===== config.mk =====
export PLATFORM = sky130hd
export DESIGN_NAME = prfw_wrapper
export DESIGN_NICKNAME = d
export VERILOG_FILES = /design/src/rtl/prfw_pkg.sv /design/src/rtl/prfw_freeze_reg.sv /design/src/rtl/prfw_wrapper.sv
export SDC_FILE = /design/constraint.sdc
export NUM_CORES = 1
export LEC_CHECK = 0
export ABC_CLOCK_PERIOD_IN_PS = 3850
export BUFFER_PORTS_ARGS = -buffer_cell sky130_fd_sc_hd__buf_2
export CORE_AREA = 2 2 86 88
export CTS_BUF_LIST = sky130_fd_sc_hd__clkbuf_2 sky130_fd_sc_hd__clkbuf_4 sky130_fd_sc_hd__clkbuf_8
export DETAILED_ROUTE_END_ITERATION = 8
export DIE_AREA = 0 0 88 90
export GPL_TIMING_DRIVEN = 0
export PLACE_DENSITY = 0.73
export SLEW_MARGIN = 0
export SYNTH_ARGS = -nofsm -noshare
export SYNTH_HDL_FRONTEND = slang
export SYNTH_SLANG_ARGS = --single-unit

===== constraint.sdc =====
create_clock -name clk_sys -period 3.85 [get_ports clk_sys]
set_input_delay 0.5775 -clock clk_sys [delete_from_list [all_inputs] [get_ports clk_sys]]
set_output_delay 0.5775 -clock clk_sys [all_outputs]
set_load 0.02 [all_outputs]

===== src/rtl/prfw_pkg.sv =====
// package for the region freeze wrapper: widths, reset values, timing counts
// assumes a single 200 MHz system clock drives every register of the block
package prfw_pkg;

  // =========================================================================
  // widths
  localparam int unsigned MODE_W      = 4;
  localparam int unsigned FRAMER_W    = 4;
  localparam int unsigned REGION_W    = 16;
  localparam int unsigned LOAD_W      = 16;
  localparam int unsigned MAX_GLOBALS = 6;

  // =========================================================================
  // freeze and reset values
  localparam logic [MODE_W-1:0]   MODE_FROZEN   = 4'hF;
  localparam logic [FRAMER_W-1:0] FRAMER_FROZEN = 4'hF;
  localparam logic                CLOCK_PARKED  = 1'b1;
  localparam logic [REGION_W-1:0] OUT_SAFE      = 16'h0000;

  // =========================================================================
  // handshake timing, in clk_sys cycles
  localparam logic [3:0] READY_GAP_CYCLES = 4'h4;
  localparam logic [3:0] DROP_CYCLES      = 4'h8;

  // =========================================================================
  // control block states
  typedef enum logic [2:0] {
    PRFW_IDLE  = 3'b000,
    PRFW_INIT  = 3'b001,
    PRFW_GAP   = 3'b010,
    PRFW_LOAD  = 3'b011,
    PRFW_DONE  = 3'b100
  } prfw_state_type;

endpackage


===== src/rtl/prfw_freeze_reg.sv =====
// one registered, freezable input of the reconfigurable region
// assumes din is synchronous to clk_sys; sample marks the owning clock's edge
`timescale 1ns/1ps

module prfw_freeze_reg #(
  parameter int unsigned        WIDTH  = 4,
  parameter logic [WIDTH-1:0]   FROZEN = '1
) (
  input  wire logic             clk_sys,
  input  wire logic             rstn,
  input  wire logic             sample,
  input  wire logic             freeze,
  input  wire logic [WIDTH-1:0] din,
  output logic      [WIDTH-1:0] dout
);

  logic [WIDTH-1:0] next_dout;

  // =========================================================================
  // on each owning edge load all ones while frozen, else the live value
  always_comb begin
    next_dout = dout;
    if (sample) begin
      next_dout = freeze ? FROZEN : din;
    end
  end

  always_ff @(posedge clk_sys) begin
    if (!rstn) begin
      dout <= FROZEN;
    end else begin
      dout <= next_dout;
    end
  end

endmodule


===== src/rtl/prfw_wrapper.sv =====
// freeze wrapper around a reconfigurable core plus the reconfiguration
// control handshake (request, ready, done, 16-bit load path)
// assumes all inputs are synchronous to clk_sys; local_clock is a sampled level
//
// Overview of operation
// mode copy loads all ones on global edge while frozen, else live input.
// framer copy loads all ones on local clock edge while frozen, else live.
// clock into region is parked high while frozen, else follows local clock.
// ports: 4-bit mode, 4-bit framer control, 16-bit region output bus.
// region outputs optionally forced to a safe constant while frozen.
// at most six global clock networks enter the region.
// global networks carry only clock, async clear and memory enables.
// host drives request high to ask for a reconfiguration.
// ready high only when prepared to accept reconfiguration data.
// done high reports the reconfiguration has completed.
// pin-driven loads use the 16-bit parallel data path.
// handshake pins dedicated only when pin reconfiguration enabled, else user I/O.
// global signals into the region are never frozen.
// host waits exactly four cycles after ready before first data word.
// host drops request within eight cycles of done, else a new cycle starts.
// host freezes before request and releases after all regions are done.
// async clear passes to the region unchanged regardless of freeze.
`timescale 1ns/1ps

module prfw_wrapper
  import prfw_pkg::*;
#(
  parameter int unsigned GLOBAL_NETS    = 2,
  parameter int unsigned INIT_CYCLES    = 8,
  parameter int unsigned LOAD_WORDS     = 16,
  parameter logic        FORCE_OUTPUTS  = 1'b1
) (
  input  wire logic                   clk_sys,
  input  wire logic                   rstn,
  input  wire logic                   freeze,
  input  wire logic                   local_clock,
  input  wire logic                   async_clear,
  input  wire logic [GLOBAL_NETS-1:0] global_clock_net,
  input  wire logic [MODE_W-1:0]      control_mode,
  input  wire logic [FRAMER_W-1:0]    framer_ctl,
  input  wire logic [REGION_W-1:0]    core_out,
  output logic                        gated_local_clock,
  output logic                        core_async_clear,
  output logic [MAX_GLOBALS-1:0]      core_global_net,
  output logic [MODE_W-1:0]           core_mode,
  output logic [FRAMER_W-1:0]         core_framer,
  output logic [REGION_W-1:0]         data_out,
  input  wire logic                   pins_enable,
  input  wire logic                   pin_request,
  input  wire logic                   core_request,
  input  wire logic                   pin_ready_user,
  input  wire logic                   pin_done_user,
  output logic                        pin_request_user,
  output logic                        reconfig_ready,
  output logic                        reconfig_done,
  output logic                        pin_ready,
  output logic                        pin_done,
  input  wire logic [LOAD_W-1:0]      parallel_x16_load,
  input  wire logic                   load_valid,
  output logic [LOAD_W-1:0]           load_word,
  output logic                        load_strobe
);

  // =========================================================================
  // global networks: at most six pass, none frozen
  localparam int unsigned GLOBALS_PASSED = (GLOBAL_NETS > MAX_GLOBALS) ? MAX_GLOBALS : GLOBAL_NETS;

  always_comb begin
    core_global_net = '0;
    for (int i = 0; i < GLOBALS_PASSED; i++) begin
      core_global_net[i] = global_clock_net[i];
    end
  end

  // async clear is a global input, only carried unchanged
  assign core_async_clear = async_clear;

  // park the region's local clock while frozen
  assign gated_local_clock = freeze ? CLOCK_PARKED : local_clock;

  // =========================================================================
  // freezable inputs
  logic local_prev;
  logic next_local_prev;
  logic local_rise;

  // local clock edge found from the previous sample
  always_comb begin
    next_local_prev = local_clock;
    local_rise      = local_clock & ~local_prev;
  end

  always_ff @(posedge clk_sys) begin
    if (!rstn) begin
      local_prev <= 1'b0;
    end else begin
      local_prev <= next_local_prev;
    end
  end

  // mode copy follows the global clock, every edge
  prfw_freeze_reg #(
    .WIDTH  (MODE_W),
    .FROZEN (MODE_FROZEN)
  ) u_mode (
    .clk_sys (clk_sys),
    .rstn    (rstn),
    .sample  (1'b1),
    .freeze  (freeze),
    .din     (control_mode),
    .dout    (core_mode)
  );

  // framer copy follows the local clock edge
  prfw_freeze_reg #(
    .WIDTH  (FRAMER_W),
    .FROZEN (FRAMER_FROZEN)
  ) u_framer (
    .clk_sys (clk_sys),
    .rstn    (rstn),
    .sample  (local_rise),
    .freeze  (freeze),
    .din     (framer_ctl),
    .dout    (core_framer)
  );

  // =========================================================================
  // region output bus, forced safe while frozen when enabled
  logic [REGION_W-1:0] next_data_out;

  always_comb begin
    next_data_out = (freeze && FORCE_OUTPUTS) ? OUT_SAFE : core_out;
  end

  always_ff @(posedge clk_sys) begin
    if (!rstn) begin
      data_out <= OUT_SAFE;
    end else begin
      data_out <= next_data_out;
    end
  end

  // =========================================================================
  // control block handshake
  prfw_state_type state;
  prfw_state_type next_state;
  logic [15:0]    count;
  logic [15:0]    next_count;
  logic           request;
  logic           next_ready;
  logic           next_done;
  logic [LOAD_W-1:0] next_load_word;
  logic           next_load_strobe;

  // request source: dedicated pin or core logic
  always_comb begin
    request          = pins_enable ? pin_request : core_request;
    pin_request_user = pins_enable ? 1'b0 : pin_request;
    pin_ready        = pins_enable ? reconfig_ready : pin_ready_user;
    pin_done         = pins_enable ? reconfig_done : pin_done_user;
  end

  // sequence: init, three-cycle gap, word load, done with drop window
  always_comb begin
    next_state       = state;
    next_count       = count;
    next_ready       = reconfig_ready;
    next_done        = reconfig_done;
    next_load_word   = load_word;
    next_load_strobe = 1'b0;
    unique case (state)
      PRFW_IDLE: begin
        next_count = '0;
        if (request) begin
          next_state = PRFW_INIT;
        end
      end
      PRFW_INIT: begin
        next_done  = 1'b0;
        next_count = count + 16'h0001;
        if (!request) begin
          next_state = PRFW_IDLE;
          next_count = '0;
        end else if (count >= 16'(INIT_CYCLES - 1)) begin
          next_state = PRFW_GAP;
          next_count = '0;
          next_ready = 1'b1;
        end
      end
      PRFW_GAP: begin
        next_count = count + 16'h0001;
        if (count >= 16'(READY_GAP_CYCLES - 4'h2)) begin
          next_state = PRFW_LOAD;
          next_count = '0;
        end
      end
      PRFW_LOAD: begin
        if (load_valid) begin
          next_load_word   = parallel_x16_load;
          next_load_strobe = 1'b1;
          next_count       = count + 16'h0001;
          if (count >= 16'(LOAD_WORDS - 1)) begin
            next_state = PRFW_DONE;
            next_count = '0;
            next_ready = 1'b0;
            next_done  = 1'b1;
          end
        end
      end
      PRFW_DONE: begin
        next_count = count + 16'h0001;
        if (!request) begin
          next_state = PRFW_IDLE;
          next_count = '0;
        end else if (count >= 16'(DROP_CYCLES - 4'h1)) begin
          next_state = PRFW_INIT;
          next_count = '0;
        end
      end
      default: begin
        next_state = PRFW_IDLE;
        next_count = '0;
        next_ready = 1'b0;
        next_done  = 1'b0;
      end
    endcase
  end

  always_ff @(posedge clk_sys) begin
    if (!rstn) begin
      state          <= PRFW_IDLE;
      count          <= '0;
      reconfig_ready <= 1'b0;
      reconfig_done  <= 1'b0;
      load_word      <= '0;
      load_strobe    <= 1'b0;
    end else begin
      state          <= next_state;
      count          <= next_count;
      reconfig_ready <= next_ready;
      reconfig_done  <= next_done;
      load_word      <= next_load_word;
      load_strobe    <= next_load_strobe;
    end
  end

endmodule


==> flow_summary.html, run 1 <==
<table>
<tr><th>Metric</th><th>Value</th></tr>
<tr><th colspan="2">Status</th></tr>
<tr><td>Outcome</td><td>finished clean</td></tr>
<tr><th colspan="2">STA</th></tr>
<tr><td>Number of failing setup endpoints in the final timing report</td><td>0</td></tr>
<tr><td>Transition time at the pin with the least slew margin</td><td>0.5252 ns</td></tr>
<tr><td>Final worst clock skew</td><td>0.007255 ns</td></tr>
<tr><td>Number of slew-limit violations in the final report</td><td>0</td></tr>
<tr><td>Number of endpoints with negative hold slack in the final report</td><td>0</td></tr>
<tr><td>Summed negative setup slack over all endpoints</td><td>0 ns</td></tr>
<tr><td>Fmax</td><td>555.9 MHz</td></tr>
<tr><td>Part of the cycle the worst path needs</td><td>0.4672</td></tr>
<tr><td>Tmin final</td><td>1.799 ns</td></tr>
<tr><td>Slew HR</td><td>0.6479</td></tr>
<tr><td>RSZ-0062 raised after global routing</td><td>no</td></tr>
<tr><th colspan="2">Die</th></tr>
<tr><td>Effective utilization at floorplan</td><td>0.3670</td></tr>
<tr><td>Site row count</td><td>31</td></tr>
<tr><td>Total die area</td><td>7920 sq um</td></tr>
<tr><td>Area of the core</td><td>7020 sq um</td></tr>
<tr><td>Y dimension of the die</td><td>90 um</td></tr>
<tr><td>Die width</td><td>88 um</td></tr>
<tr><td>Count of boundary I/O pins</td><td>107</td></tr>
<tr><th colspan="2">Placed design</th></tr>
<tr><td>Inst Count DP</td><td>482</td></tr>
<tr><td>Final HPWL from detailed placement</td><td>4198 um</td></tr>
<tr><td>Placer congestion estimate</td><td>0.8847</td></tr>
<tr><td>IO Port Bufs</td><td>98</td></tr>
<tr><td>Cell area after placement</td><td>3202 sq um</td></tr>
<tr><th colspan="2">Setup path</th></tr>
<tr><td>Cells on worst reg2reg path</td><td>7</td></tr>
<tr><td>Critical path fanouts, max</td><td>10</td></tr>
<tr><td>Classification of the worst setup path</td><td>reg -&gt; reg</td></tr>
<tr><td>Crit path launch type</td><td>flip-flop</td></tr>
<tr><td>Max stage delay on crit path</td><td>0.35 ns</td></tr>
<tr><td>Buffers &amp; Inverters on Critical Path</td><td>1</td></tr>
<tr><td>Crit path capture type</td><td>flip-flop</td></tr>
<tr><td>Worst Path Arrival</td><td>2.07 ns</td></tr>
<tr><td>List of cells traversed by the critical path</td><td>ha_1, a21oi_1, nand4b_1, a31oi_4, o21ai_2, buf_4, nor2_1</td></tr>
<tr><td>Standard cell with the maximum stage delay on the critical path</td><td>sky130_fd_sc_hd__dfxtp_1</td></tr>
<tr><td>Worst EP required</td><td>4.12 ns</td></tr>
<tr><td>Cell family with most CP delay</td><td>compound AO/OA/AOI/OAI gates</td></tr>
<tr><td>Number of cells on the critical path</td><td>7</td></tr>
<tr><th colspan="2">Yosys</th></tr>
<tr><td>Synth Instances</td><td>282</td></tr>
<tr><td>Total of flip-flops plus latches after synthesis</td><td>63</td></tr>
<tr><td>Sequential fraction of the synthesis area</td><td>0.4896</td></tr>
<tr><td>Post-synthesis area per instance</td><td>9.136 sq um</td></tr>
<tr><td>Number of warnings issued by yosys</td><td>0</td></tr>
<tr><td>EDFF count, synth</td><td>0</td></tr>
<tr><td>Count of different cell masters after synthesis</td><td>46</td></tr>
<tr><td>Most used flip-flop cell after synthesis</td><td>sky130_fd_sc_hd__dfxtp_1</td></tr>
<tr><td>Share of synthesized flip-flops with an asynchronous set or reset</td><td>0</td></tr>
<tr><td>Total standard cell area after synthesis</td><td>2576 sq um</td></tr>
<tr><th colspan="2">Route</th></tr>
<tr><td>DRC marker count from the first detailed-route iteration</td><td>101</td></tr>
<tr><td>Total number of vias</td><td>2238</td></tr>
<tr><td>Residual antenna-violating net count after detailed routing</td><td>0</td></tr>
<tr><td>Remaining DRCs</td><td>0</td></tr>
<tr><td>Average via count per standard cell</td><td>4.494</td></tr>
<tr><td>Number of optimization iterations in the first detailed-route pass</td><td>4</td></tr>
<tr><td>Post-DR wirelength/cell</td><td>11.12 um</td></tr>
<tr><td>Post-detailed-routing wire length</td><td>5540 um</td></tr>
<tr><th colspan="2">Final layout</th></tr>
<tr><td>Non-filler instance count after layout</td><td>498</td></tr>
<tr><td>Number of diodes</td><td>0</td></tr>
<tr><td>Area delta synth-&gt;final</td><td>32.30%</td></tr>
<tr><td>Fillcell total</td><td>675</td></tr>
<tr><td>Total number of nets in the final design</td><td>449</td></tr>
<tr><td>Post-Route Utilization</td><td>0.4855</td></tr>
<tr><td>Share of cells above drive strength 1</td><td>0.3559</td></tr>
<tr><td>Cell area after layout</td><td>3408 sq um</td></tr>
<tr><th colspan="2">Power</th></tr>
<tr><td>Cell-internal power</td><td>1.074 mW</td></tr>
<tr><td>Combinational share of power</td><td>0.130</td></tr>
<tr><td>Switch share</td><td>0.2623</td></tr>
<tr><td>Maximum ir drop on the vdd rail</td><td>0.2299 mV</td></tr>
<tr><td>Power density relative to cell area</td><td>427.1 nW/um^2</td></tr>
<tr><td>Clock group share of total power</td><td>0.401</td></tr>
<tr><td>Switch Pwr</td><td>0.3819 mW</td></tr>
<tr><td>Fraction of power consumed by sequential logic</td><td>0.469</td></tr>
<tr><td>Leakage dissipation</td><td>1.483 nW</td></tr>
<tr><th colspan="2">CTS</th></tr>
<tr><td>Count of buffers added by post-CTS timing repair for setup</td><td>0</td></tr>
<tr><td>Buffer levels on the longest clock path</td><td>2</td></tr>
<tr><td>Clock latency on the worst-skew pair</td><td>0.34 ns</td></tr>
<tr><td>Clock buffers created by TritonCTS</td><td>9</td></tr>
<tr><td>H-tree depth</td><td>3</td></tr>
<tr><td>Clock slew at reported path FFs</td><td>0.07 ns</td></tr>
<tr><td>Clock tree root buffer cell</td><td>sky130_fd_sc_hd__clkbuf_8</td></tr>
<tr><td>Count of clock tree sinks</td><td>63</td></tr>
<tr><td>Number of gates resized after cts</td><td>0</td></tr>
<tr><td>Clock tree from TritonCTS</td><td>built</td></tr>
<tr><td>Hold buffer count at CTS</td><td>0</td></tr>
<tr><th colspan="2">Worst hold path</th></tr>
<tr><td>Hold Path Class</td><td>in -&gt; reg</td></tr>
<tr><td>Worst Hold Depth</td><td>2</td></tr>
<tr><th colspan="2">Global routing</th></tr>
<tr><td>GRT Residual Overflow</td><td>0</td></tr>
<tr><td>Antenna violations before repair</td><td>0</td></tr>
<tr><td>Maximum number of pins on one net before global-route repair</td><td>13</td></tr>
<tr><td>All-Layer GR Usage</td><td>0.1481</td></tr>
<tr><td>Wire length of the first global-routing pass</td><td>9163 um</td></tr>
<tr><td>Number of global-route vias before repair</td><td>2098</td></tr>
<tr><th colspan="2">Job</th></tr>
<tr><td>Max Cap Violations</td><td>0</td></tr>
</table>
## worst register-to-register path, cell delays in order, from the launching register on
cell,delay (ns)
sky130_fd_sc_hd__dfxtp_1,0.35
sky130_fd_sc_hd__ha_1,0.28
sky130_fd_sc_hd__a21oi_1,0.17
sky130_fd_sc_hd__nand4b_1,0.16
sky130_fd_sc_hd__a31oi_4,0.33
sky130_fd_sc_hd__o21ai_2,0.13
sky130_fd_sc_hd__buf_4,0.20
sky130_fd_sc_hd__nor2_1,0.12
## cell families after synthesis
group / count (synthesis) / share of synthesized area
and+or+nand+nor: 136 / 0.2768
DFF: 63 / 0.4896
AOI/OAI and AO/OA: 38 / 0.1044
buffers and inverters: 27 / 0.06459
xor gates and xnor gates: 12 / 0.04080
muxes: 3 / 0.01263
adders and majority gates: 2 / 0.009712
other: 1 / 0.001456
## power by group through the flow
| stage | sequential (mW) | clock, mW | combinational [mW] |
|---|---|---|---|
| 2_1_floorplan | 0.714 | 0 | 0.109 |
| 3_3_place_gp | 0.697 | 0 | 0.186 |
| 3_5_place_dp | 0.698 | 0 | 0.190 |
| 4_1_cts | 0.683 | 0.604 | 0.190 |
| 5_1_grt | 0.684 | 0.633 | 0.208 |
| 6_report | 0.683 | 0.583 | 0.190 |
## through the flow
step	setup WS, ns	power [mW]	hold WS [ns]
2_1_floorplan	2.140	0.8236	0.4381
3_3_place_gp	1.804	0.8830	0.4486
3_5_place_dp	1.841	0.8877	0.4545
4_1_cts	2.007	1.477	0.4022
5_1_grt	1.825	1.525	0.4102
6_report	2.051	1.456	0.4204
## flip-flops by register name, indices dropped and copies added (netlist names)
signal / flops
count: 16
data_out: 16
load_strobe: 1
load_word: 16
local_prev: 1
reconfig_done: 1
reconfig_ready: 1
state: 3
u_framer.dout: 4
u_mode.dout: 4
## final timing paths
kind / slack (ns) / startpoint / to
worst max-delay path: 2.05 / count[0] / count[7]
worst min-delay path: 0.42 / control_mode[0] / u_mode.dout[0]
worst max register to register: 2.05 / count[0] / count[7]
worst min register to register: 0.46 / load_word[8] / load_word[8]
## layer usage
layer / global-route usage / up-vias / part of all wire
met1: 0.1729 / 1021 / 0.44
li1: - / 1146 / -
met2: 0.2386 / 65 / 0.48
met4: 0.06923 / 0 / 0.016
met5: 0 / - / 0
met3: 0.05234 / 6 / 0.064
## synth_stat cells, types with 4 or more instances
master                     instances  area share
sky130_fd_sc_hd__xor2_1            6       0.020
sky130_fd_sc_hd__nand2_1          42       0.061
sky130_fd_sc_hd__and2_1           18       0.044
sky130_fd_sc_hd__dfxtp_1          63        0.49
sky130_fd_sc_hd__buf_4             9       0.026
sky130_fd_sc_hd__nand2b_1          5       0.012
sky130_fd_sc_hd__a21boi_0         18       0.052
sky130_fd_sc_hd__nor3_1            6       0.012
sky130_fd_sc_hd__nor2b_1           5       0.012
sky130_fd_sc_hd__nor2_1           22       0.032
sky130_fd_sc_hd__nand3_1          12       0.023
sky130_fd_sc_hd__buf_6             4       0.017
sky130_fd_sc_hd__o21ai_0          11       0.021
sky130_fd_sc_hd__clkbuf_1          8       0.012
sky130_fd_sc_hd__xnor2_1           6       0.020
sky130_fd_sc_hd__nor2_2            5       0.012
sky130_fd_sc_hd__inv_1             5      0.0073
## area by class of cell
cell class	count	area, sq um	area share
flip-flops and latches	63	1261	0.3700
multi-input cells	195	1160	0.3403
repair buffers	98	490.5	0.1439
plain buffers	22	147.6	0.04332
clock buffers	10	137.6	0.04038
well taps	99	123.9	0.03634
clock inverters	6	68.82	0.02019
inverters	5	18.77	0.005507
## cells in the final DEF, fill, tap and decap left out, drive strengths merged, types with 4 or more instances in the layout
cell,n
xnor2,6
a21boi,19
inv,6
nand2b,5
xor2,6
nand3,12
nand2,42
dfxtp,63
clkbuf,18
buf,112
o21ai,12
conb,4
nor2b,5
and2,18
nor3,8
nor2,27
(Power assumes the default switching activity.)
==> run 2: changes to the inputs <==
- ABC_CLOCK_PERIOD_IN_PS: 3850 -> 1850
- clock period: 3.85 -> 1.85 ns (I/O delays scaled with it)
==> run 2 against run 1 <==
  * Routed wire length rose by 0.74%
  * Setup slack got worse by 2.0 ns
  * Total power rose by 110%
  * Sequential power rose by 110%
  * Maximum frequency rose by 2.0%
  * Critical endpoint unchanged
  * Highest routed layer unchanged
==> flow_summary.html, run 2 (synthesized netlist as in run 1, its figures left out) <==
<table>
<tr><th>Metric</th><th>Value</th></tr>
<tr><th colspan="2">Status</th></tr>
<tr><td>Outcome</td><td>finished clean (unchanged)</td></tr>
<tr><th colspan="2">Die</th></tr>
<tr><td>Total die area</td><td>7920 sq um (unchanged)</td></tr>
<tr><td>Y dimension of the die</td><td>90 um (unchanged)</td></tr>
<tr><td>Effective utilization at floorplan</td><td>0.3670 (unchanged)</td></tr>
<tr><td>Site row count</td><td>31 (unchanged)</td></tr>
<tr><td>Area of the core</td><td>7020 sq um (unchanged)</td></tr>
<tr><td>Die width</td><td>88 um (unchanged)</td></tr>
<tr><td>Count of boundary I/O pins</td><td>107 (unchanged)</td></tr>
<tr><th colspan="2">STA</th></tr>
<tr><td>Part of the cycle the worst path needs</td><td>0.9529 (was 0.4672)</td></tr>
<tr><td>Tmin final</td><td>1.763 ns (was 1.799 ns)</td></tr>
<tr><td>Hold Worst Slack</td><td>0.1206 ns (was 0.4204 ns)</td></tr>
<tr><td>Number of slew-limit violations in the final report</td><td>0 (unchanged)</td></tr>
<tr><td>Summed negative setup slack over all endpoints</td><td>0 ns (unchanged)</td></tr>
<tr><td>Final worst clock skew</td><td>0.004521 ns (was 0.007255 ns)</td></tr>
<tr><td>Number of endpoints with negative hold slack in the final report</td><td>0 (unchanged)</td></tr>
<tr><td>Number of failing setup endpoints in the final timing report</td><td>0 (unchanged)</td></tr>
<tr><td>Fmax</td><td>567.2 MHz (was 555.9 MHz)</td></tr>
<tr><td>RSZ-0062 raised after global routing</td><td>no (unchanged)</td></tr>
<tr><th colspan="2">Power</th></tr>
<tr><td>Leakage dissipation</td><td>1.494 nW (was 1.483 nW)</td></tr>
<tr><td>Switch share</td><td>0.2624 (was 0.2623)</td></tr>
<tr><td>Clock group share of total power</td><td>0.398 (was 0.401)</td></tr>
<tr><td>Cell-internal power</td><td>2.243 mW (was 1.074 mW)</td></tr>
<tr><td>Combinational share of power</td><td>0.135 (was 0.130)</td></tr>
<tr><td>Maximum ir drop on the vdd rail</td><td>0.4780 mV (was 0.2299 mV)</td></tr>
<tr><td>Fraction of power consumed by sequential logic</td><td>0.467 (was 0.469)</td></tr>
<tr><td>Switch Pwr</td><td>0.7979 mW (was 0.3819 mW)</td></tr>
<tr><td>Power density relative to cell area</td><td>888.0 nW/um^2 (was 427.1 nW/um^2)</td></tr>
<tr><td>Pwr Total</td><td>3.041 mW (was 1.456 mW)</td></tr>
<tr><th colspan="2">Route</th></tr>
<tr><td>Residual antenna-violating net count after detailed routing</td><td>0 (unchanged)</td></tr>
<tr><td>DRC marker count from the first detailed-route iteration</td><td>112 (was 101)</td></tr>
<tr><td>Number of optimization iterations in the first detailed-route pass</td><td>4 (unchanged)</td></tr>
<tr><td>Average via count per standard cell</td><td>4.477 (was 4.494)</td></tr>
<tr><td>Post-DR wirelength/cell</td><td>11.18 um (was 11.12 um)</td></tr>
<tr><td>Total number of vias</td><td>2234 (was 2238)</td></tr>
<tr><td>Remaining DRCs</td><td>0 (unchanged)</td></tr>
<tr><td>Post-detailed-routing wire length</td><td>5581 um (was 5540 um)</td></tr>
<tr><th colspan="2">CTS</th></tr>
<tr><td>Clock buffers created by TritonCTS</td><td>9 (unchanged)</td></tr>
<tr><td>H-tree depth</td><td>3 (unchanged)</td></tr>
<tr><td>Clock slew at reported path FFs</td><td>0.07 ns (about the same)</td></tr>
<tr><td>Clock latency on the worst-skew pair</td><td>0.33 ns (was 0.34 ns)</td></tr>
<tr><td>Count of clock tree sinks</td><td>63 (unchanged)</td></tr>
<tr><td>Clock tree root buffer cell</td><td>sky130_fd_sc_hd__clkbuf_8 (unchanged)</td></tr>
<tr><td>Clock tree from TritonCTS</td><td>built (unchanged)</td></tr>
<tr><td>Buffer levels on the longest clock path</td><td>2 (unchanged)</td></tr>
<tr><th colspan="2">Global routing</th></tr>
<tr><td>All-Layer GR Usage</td><td>0.1481 (unchanged)</td></tr>
<tr><td>Number of global-route vias before repair</td><td>2098 (unchanged)</td></tr>
<tr><td>Antenna violations before repair</td><td>0 (unchanged)</td></tr>
<tr><td>GRT Residual Overflow</td><td>0 (unchanged)</td></tr>
<tr><td>Maximum number of pins on one net before global-route repair</td><td>13 (unchanged)</td></tr>
<tr><td>Wire length of the first global-routing pass</td><td>9163 um (unchanged)</td></tr>
<tr><th colspan="2">Final layout</th></tr>
<tr><td>Most frequent standard cell in the layout excluding fill and tap cells</td><td>sky130_fd_sc_hd__buf_2 (unchanged)</td></tr>
<tr><td>Total number of nets in the final design</td><td>450 (was 449)</td></tr>
<tr><td>Number of diodes</td><td>0 (unchanged)</td></tr>
<tr><td>Area used by multi-input combinational logic</td><td>1166 sq um (was 1160 sq um)</td></tr>
<tr><td>Largest registers</td><td>count (16), data_out (16), load_word (16) (unchanged)</td></tr>
<tr><td>Share of cells above drive strength 1</td><td>0.3625 (was 0.3559)</td></tr>
<tr><td>Area taken by flip-flops and latches</td><td>1261 sq um (unchanged)</td></tr>
<tr><td>Commonest cells after routing, fill and taps aside</td><td>sky130_fd_sc_hd__buf_2 (99), sky130_fd_sc_hd__dfxtp_1 (63), sky130_fd_sc_hd__nand2_1 (42) (unchanged)</td></tr>
<tr><td>Fillcell total</td><td>672 (was 675)</td></tr>
<tr><td>Area delta synth-&gt;final</td><td>32.93% (was 32.30%)</td></tr>
<tr><th colspan="2">Setup path</th></tr>
<tr><td>Worst setup startpoint</td><td>count[0] (unchanged)</td></tr>
<tr><td>List of cells traversed by the critical path</td><td>ha_1, a21oi_1, nand4b_1, a31oi_4, o21ai_2, buf_4, nor2_1 (unchanged)</td></tr>
<tr><td>Worst Path Arrival</td><td>2.03 ns (was 2.07 ns)</td></tr>
<tr><td>Crit path capture</td><td>count[7] (unchanged)</td></tr>
<tr><td>Worst reg2reg startpoint</td><td>count[0] (unchanged)</td></tr>
<tr><td>Classification of the worst setup path</td><td>reg -&gt; reg (unchanged)</td></tr>
<tr><td>Critical path fanouts, max</td><td>10 (unchanged)</td></tr>
<tr><td>Worst EP required</td><td>2.12 ns (was 4.12 ns)</td></tr>
<tr><td>Number of cells on the critical path</td><td>7 (unchanged)</td></tr>
<tr><td>Buffers &amp; Inverters on Critical Path</td><td>1 (unchanged)</td></tr>
<tr><td>Crit path capture type</td><td>flip-flop (unchanged)</td></tr>
<tr><td>Cell family with most CP delay</td><td>compound AO/OA/AOI/OAI gates (unchanged)</td></tr>
<tr><td>Max stage delay on crit path</td><td>0.35 ns (about the same)</td></tr>
<tr><td>Crit path launch type</td><td>flip-flop (unchanged)</td></tr>
<tr><td>Cells on worst reg2reg path</td><td>7 (unchanged)</td></tr>
<tr><td>Crit Reg-Reg Endpoint</td><td>count[7] (unchanged)</td></tr>
<tr><td>Register-to-register path setup slack</td><td>0.09 ns (was 2.05 ns)</td></tr>
<tr><td>Standard cell with the maximum stage delay on the critical path</td><td>sky130_fd_sc_hd__dfxtp_1 (unchanged)</td></tr>
<tr><th colspan="2">Job</th></tr>
<tr><td>Max Cap Violations</td><td>0 (unchanged)</td></tr>
<tr><th colspan="2">Placed design</th></tr>
<tr><td>Final HPWL from detailed placement</td><td>4198 um (unchanged)</td></tr>
<tr><td>Placer congestion estimate</td><td>0.8847 (unchanged)</td></tr>
<tr><td>IO Port Bufs</td><td>98 (unchanged)</td></tr>
<tr><th colspan="2">Worst hold path</th></tr>
<tr><td>Hold Path Class</td><td>in -&gt; reg (unchanged)</td></tr>
</table>
run 2: cell count changes in the layout (fill, tap and decap cells not counted), sizes merged:
| cell | before | now |
|---|---|---|
| buf | 112 | 113 |
run 2: power groups by stage:
| stage | Clock [mW] | Combinational [mW] | Sequential (mW) |
|---|---|---|---|
| 2_1_floorplan | 0 | 0.227 | 1.49 |
| 3_5_place_dp | 0 | 0.396 | 1.45 |
| 4_1_cts | 1.26 | 0.396 | 1.42 |
| 6_report | 1.21 | 0.409 | 1.42 |
| 5_1_grt | 1.32 | 0.448 | 1.42 |
| 3_3_place_gp | 0 | 0.388 | 1.45 |
run 2: layout make-up:
cell class | count | share of cell area
plain buffers | 22 | 0.04384
clock buffers | 10 | 0.04019
clock inverters | 6 | 0.02010
inverters | 5 | 0.005480
multi-input cells | 195 | 0.3405
flip-flops and latches | 63 | 0.3683
well taps | 99 | 0.03617
repair buffers | 99 | 0.1454
run 2: per-layer routing:
metal  part of all wire  GRT usage
met3              0.060    0.05234
met2               0.49     0.2386
met1               0.44     0.1729
met4              0.017    0.06923
met5                  0          0
run 2: timing repair:
action,CTS,global route
endpoints found under the setup margin,0,15
hold buffers,0,0
buffers inserted,0,1
gates resized for setup,0,5
run 2: metrics by stage:
| step | util | cells | cell area (sq um) | setup WS, ns |
|---|---|---|---|---|
| floorplan | - | 285 | 2587 | 0.3248 |
| global placement | 0.4561 | 482 | 3202 | 0.01235 |
| detailed placement | 0.4561 | 482 | 3202 | 0.02976 |
| CTS | 0.4855 | 498 | 3408 | 0.006812 |
| global route | 0.4878 | 499 | 3425 | 0.002296 |
| finish | 0.4878 | 499 | 3425 | 0.08710 |
run 2: worst min-delay path by stage:
stage                     from             end  cells after the start  slack (ns)
2_1_floorplan  control_mode[0]  u_mode.dout[0]                      1        0.38
3_5_place_dp      load_word[8]    load_word[8]                      2        0.45
6_report       control_mode[0]  u_mode.dout[0]                      2        0.12
4_1_cts        control_mode[0]  u_mode.dout[0]                      2        0.10
5_1_grt        control_mode[3]  u_mode.dout[3]                      2        0.11
3_3_place_gp      load_word[8]    load_word[8]                      2        0.45
==> run 3: changes to the inputs <==
==> constraint.sdc (replaced) <==
create_clock -name clk_sys -period 1.85 [get_ports clk_sys]
set_input_delay 0.0925 -clock clk_sys [delete_from_list [all_inputs] [get_ports clk_sys]]
set_output_delay 0.0925 -clock clk_sys [all_outputs]
set_load 0.02 [all_outputs]
==> run 3 against run 2 <==
  * Via count grew 6.9%
  * Clock power is essentially flat
  * Sequential power is essentially flat
  * Critical path depth is the same
  * Total power grew 2.3%
  * Non-clock buffer count grew 33
  * Critical path type unchanged
==> flow_summary.html, run 3 (synthesized netlist as in run 1, its figures left out) <==
<table>
<tr><th>Metric</th><th>Value</th></tr>
<tr><th colspan="2">Setup path</th></tr>
<tr><td>Crit path launch type</td><td>flip-flop (unchanged)</td></tr>
<tr><td>Classification of the worst setup path</td><td>reg -&gt; reg (unchanged)</td></tr>
<tr><td>Critical path fanouts, max</td><td>10 (unchanged)</td></tr>
<tr><td>Worst EP required</td><td>2.12 ns (about the same)</td></tr>
<tr><td>Worst Path Arrival</td><td>2.04 ns (was 2.03 ns)</td></tr>
<tr><td>Standard cell with the maximum stage delay on the critical path</td><td>sky130_fd_sc_hd__dfxtp_1 (unchanged)</td></tr>
<tr><td>Crit path capture type</td><td>flip-flop (unchanged)</td></tr>
<tr><td>Max stage delay on crit path</td><td>0.35 ns (about the same)</td></tr>
<tr><td>List of cells traversed by the critical path</td><td>ha_1, a21oi_1, nand4b_1, a31oi_4, o21ai_2, buf_4, nor2_1 (unchanged)</td></tr>
<tr><th colspan="2">Power</th></tr>
<tr><td>Pwr Total</td><td>3.112 mW (was 3.041 mW)</td></tr>
<tr><td>Leakage dissipation</td><td>1.632 nW (was 1.494 nW)</td></tr>
<tr><td>Power density relative to cell area</td><td>828.7 nW/um^2 (was 888.0 nW/um^2)</td></tr>
<tr><td>Maximum ir drop on the vdd rail</td><td>0.5055 mV (was 0.4780 mV)</td></tr>
<tr><th colspan="2">Global routing</th></tr>
<tr><td>Maximum number of pins on one net before global-route repair</td><td>13 (unchanged)</td></tr>
<tr><td>Antenna violations before repair</td><td>0 (unchanged)</td></tr>
<tr><td>All-Layer GR Usage</td><td>0.1677 (was 0.1481)</td></tr>
<tr><td>Met2 GRT Util</td><td>0.2734 (was 0.2386)</td></tr>
<tr><td>Wire length of the first global-routing pass</td><td>10340 um (was 9163 um)</td></tr>
<tr><td>Met1 usage</td><td>0.1952 (was 0.1729)</td></tr>
<tr><td>Number of global-route vias before repair</td><td>2297 (was 2098)</td></tr>
<tr><td>Routing layer with the top usage in global route</td><td>met2 (unchanged)</td></tr>
<tr><td>GR Util met3</td><td>0.05785 (was 0.05234)</td></tr>
<tr><td>GRT Residual Overflow</td><td>0 (unchanged)</td></tr>
<tr><th colspan="2">CTS</th></tr>
<tr><td>Count of clock tree sinks</td><td>63 (unchanged)</td></tr>
<tr><td>Clock tree from TritonCTS</td><td>built (unchanged)</td></tr>
<tr><td>Buffer levels on the longest clock path</td><td>2 (unchanged)</td></tr>
<tr><td>H-tree depth</td><td>3 (unchanged)</td></tr>
<tr><td>Clock buffers created by TritonCTS</td><td>9 (unchanged)</td></tr>
<tr><td>Clock latency on the worst-skew pair</td><td>0.33 ns (about the same)</td></tr>
<tr><td>Clock slew at reported path FFs</td><td>0.07 ns (about the same)</td></tr>
<tr><td>Clock tree root buffer cell</td><td>sky130_fd_sc_hd__clkbuf_8 (unchanged)</td></tr>
<tr><th colspan="2">Placed design</th></tr>
<tr><td>Placement-stage worst setup slack</td><td>0.02976 ns (unchanged)</td></tr>
<tr><td>IO Port Bufs</td><td>98 (unchanged)</td></tr>
<tr><td>Final HPWL from detailed placement</td><td>4198 um (unchanged)</td></tr>
<tr><td>Placer congestion estimate</td><td>0.8847 (unchanged)</td></tr>
<tr><th colspan="2">Final layout</th></tr>
<tr><td>Post-Route Utilization</td><td>0.5348 (was 0.4878)</td></tr>
<tr><td>Number of diodes</td><td>0 (unchanged)</td></tr>
<tr><td>Total number of nets in the final design</td><td>483 (was 450)</td></tr>
<tr><td>Largest registers</td><td>count (16), data_out (16), load_word (16) (unchanged)</td></tr>
<tr><td>Most frequent standard cell in the layout excluding fill and tap cells</td><td>sky130_fd_sc_hd__buf_2 (unchanged)</td></tr>
<tr><td>Share of cells above drive strength 1</td><td>0.3349 (was 0.3625)</td></tr>
<tr><td>Fillcell total</td><td>634 (was 672)</td></tr>
<tr><td>Commonest cells after routing, fill and taps aside</td><td>sky130_fd_sc_hd__buf_2 (99), sky130_fd_sc_hd__dfxtp_1 (63), sky130_fd_sc_hd__nand2_1 (42) (unchanged)</td></tr>
<tr><td>Area delta synth-&gt;final</td><td>45.75% (was 32.93%)</td></tr>
<tr><th colspan="2">STA</th></tr>
<tr><td>Part of the cycle the worst path needs</td><td>0.9572 (was 0.9529)</td></tr>
<tr><td>Fmax</td><td>564.7 MHz (was 567.2 MHz)</td></tr>
<tr><td>Number of endpoints with negative hold slack in the final report</td><td>0 (unchanged)</td></tr>
<tr><td>RSZ-0062 raised after global routing</td><td>no (unchanged)</td></tr>
<tr><td>Summed negative setup slack over all endpoints</td><td>0 ns (unchanged)</td></tr>
<tr><td>Number of slew-limit violations in the final report</td><td>0 (unchanged)</td></tr>
<tr><td>Final worst clock skew</td><td>0.005105 ns (was 0.004521 ns)</td></tr>
<tr><td>Tmin final</td><td>1.771 ns (was 1.763 ns)</td></tr>
<tr><td>Number of failing setup endpoints in the final timing report</td><td>0 (unchanged)</td></tr>
<tr><td>Final WS setup</td><td>0.07914 ns (was 0.08710 ns)</td></tr>
<tr><td>Hold Worst Slack</td><td>0.01209 ns (was 0.1206 ns)</td></tr>
<tr><th colspan="2">Route</th></tr>
<tr><td>DRC marker count from the first detailed-route iteration</td><td>119 (was 112)</td></tr>
<tr><td>Remaining DRCs</td><td>0 (unchanged)</td></tr>
<tr><td>Post-detailed-routing wire length</td><td>6310 um (was 5581 um)</td></tr>
<tr><td>Post-DR wirelength/cell</td><td>11.86 um (was 11.18 um)</td></tr>
<tr><td>Number of optimization iterations in the first detailed-route pass</td><td>4 (unchanged)</td></tr>
<tr><td>Average via count per standard cell</td><td>4.489 (was 4.477)</td></tr>
<tr><td>Residual antenna-violating net count after detailed routing</td><td>0 (unchanged)</td></tr>
<tr><td>Total number of vias</td><td>2388 (was 2234)</td></tr>
<tr><th colspan="2">Die</th></tr>
<tr><td>Total die area</td><td>7920 sq um (unchanged)</td></tr>
<tr><td>Y dimension of the die</td><td>90 um (unchanged)</td></tr>
<tr><td>Die width</td><td>88 um (unchanged)</td></tr>
<tr><td>Count of boundary I/O pins</td><td>107 (unchanged)</td></tr>
<tr><td>Area of the core</td><td>7020 sq um (unchanged)</td></tr>
<tr><td>Site row count</td><td>31 (unchanged)</td></tr>
<tr><td>Effective utilization at floorplan</td><td>0.3670 (unchanged)</td></tr>
<tr><th colspan="2">Job</th></tr>
<tr><td>Max Cap Violations</td><td>0 (unchanged)</td></tr>
<tr><th colspan="2">Worst hold path</th></tr>
<tr><td>Hold Path Class</td><td>in -&gt; reg (unchanged)</td></tr>
<tr><th colspan="2">Status</th></tr>
<tr><td>Outcome</td><td>finished clean (unchanged)</td></tr>
</table>
[run 3: cell types whose count changed in the layout (fill, tap and decap cells not counted)]
cell	previous run	this run
sky130_fd_sc_hd__dlygate4sd3_1	0	33
[run 3: layout make-up]
class | count | area, sq um | area share
sequential | 63 | 1261 | 0.3359
buffer | 22 | 150.1 | 0.03999
timing repair buffer | 132 | 828.3 | 0.2206
clock buffer | 10 | 137.6 | 0.03665
inverter | 5 | 18.77 | 0.004998
tap | 99 | 123.9 | 0.03299
clock inverter | 6 | 68.82 | 0.01833
multi-input combinational | 195 | 1166 | 0.3106
[run 3: repair_timing]
item	4_1_cts	5_1_grt
setup endpoints to repair	0	15
resized for setup	0	5
buffers inserted	0	1
hold endpoints to repair	33	0
hold buffers	33	0
[run 3: metrics by stage]
stage	instance area, sq um	std cells
2_1_floorplan	2587	285
3_3_place_gp	3202	482
3_5_place_dp	3202	482
4_1_cts	3739	531
5_1_grt	3755	532
6_report	3755	532
[run 3: power breakdown]
part	leakage, nW	total, mW	internal [mW]	switching [mW]
Sequential	0.512	1.42	1.40	0.0213
Combinational	1.02	0.468	0.224	0.244
Clock	0.103	1.22	0.665	0.558
Total	1.63	3.11	2.29	0.823
[run 3: routing by layer]
| layer | vias up | share of wire |
|---|---|---|
| met5 | - | 0 |
| met4 | 0 | 0.019 |
| met3 | 11 | 0.056 |
| met2 | 60 | 0.51 |
| met1 | 1101 | 0.42 |
| li1 | 1216 | - |
[run 3: critical path, delay by kind of cell (launching register included)]
kind                       cells  cell delay [ns]
DFF                            1             0.35
AOI/OAI and AO/OA              3             0.61
and+or+nand+nor                2             0.28
adders and majority gates      1             0.27
buffers and inverters          1             0.20
[run 3: worst paths after layout]
check / from / endpoint / slack [ns] / cells after the start
worst max register to register: count[0] / count[7] / 0.08 / 7
worst max-delay path: count[0] / count[7] / 0.08 / 7
worst min-delay path: parallel_x16_load[13] / load_word[13] / 0.01 / 3
worst min register to register: load_word[8] / load_word[8] / 0.46 / 2
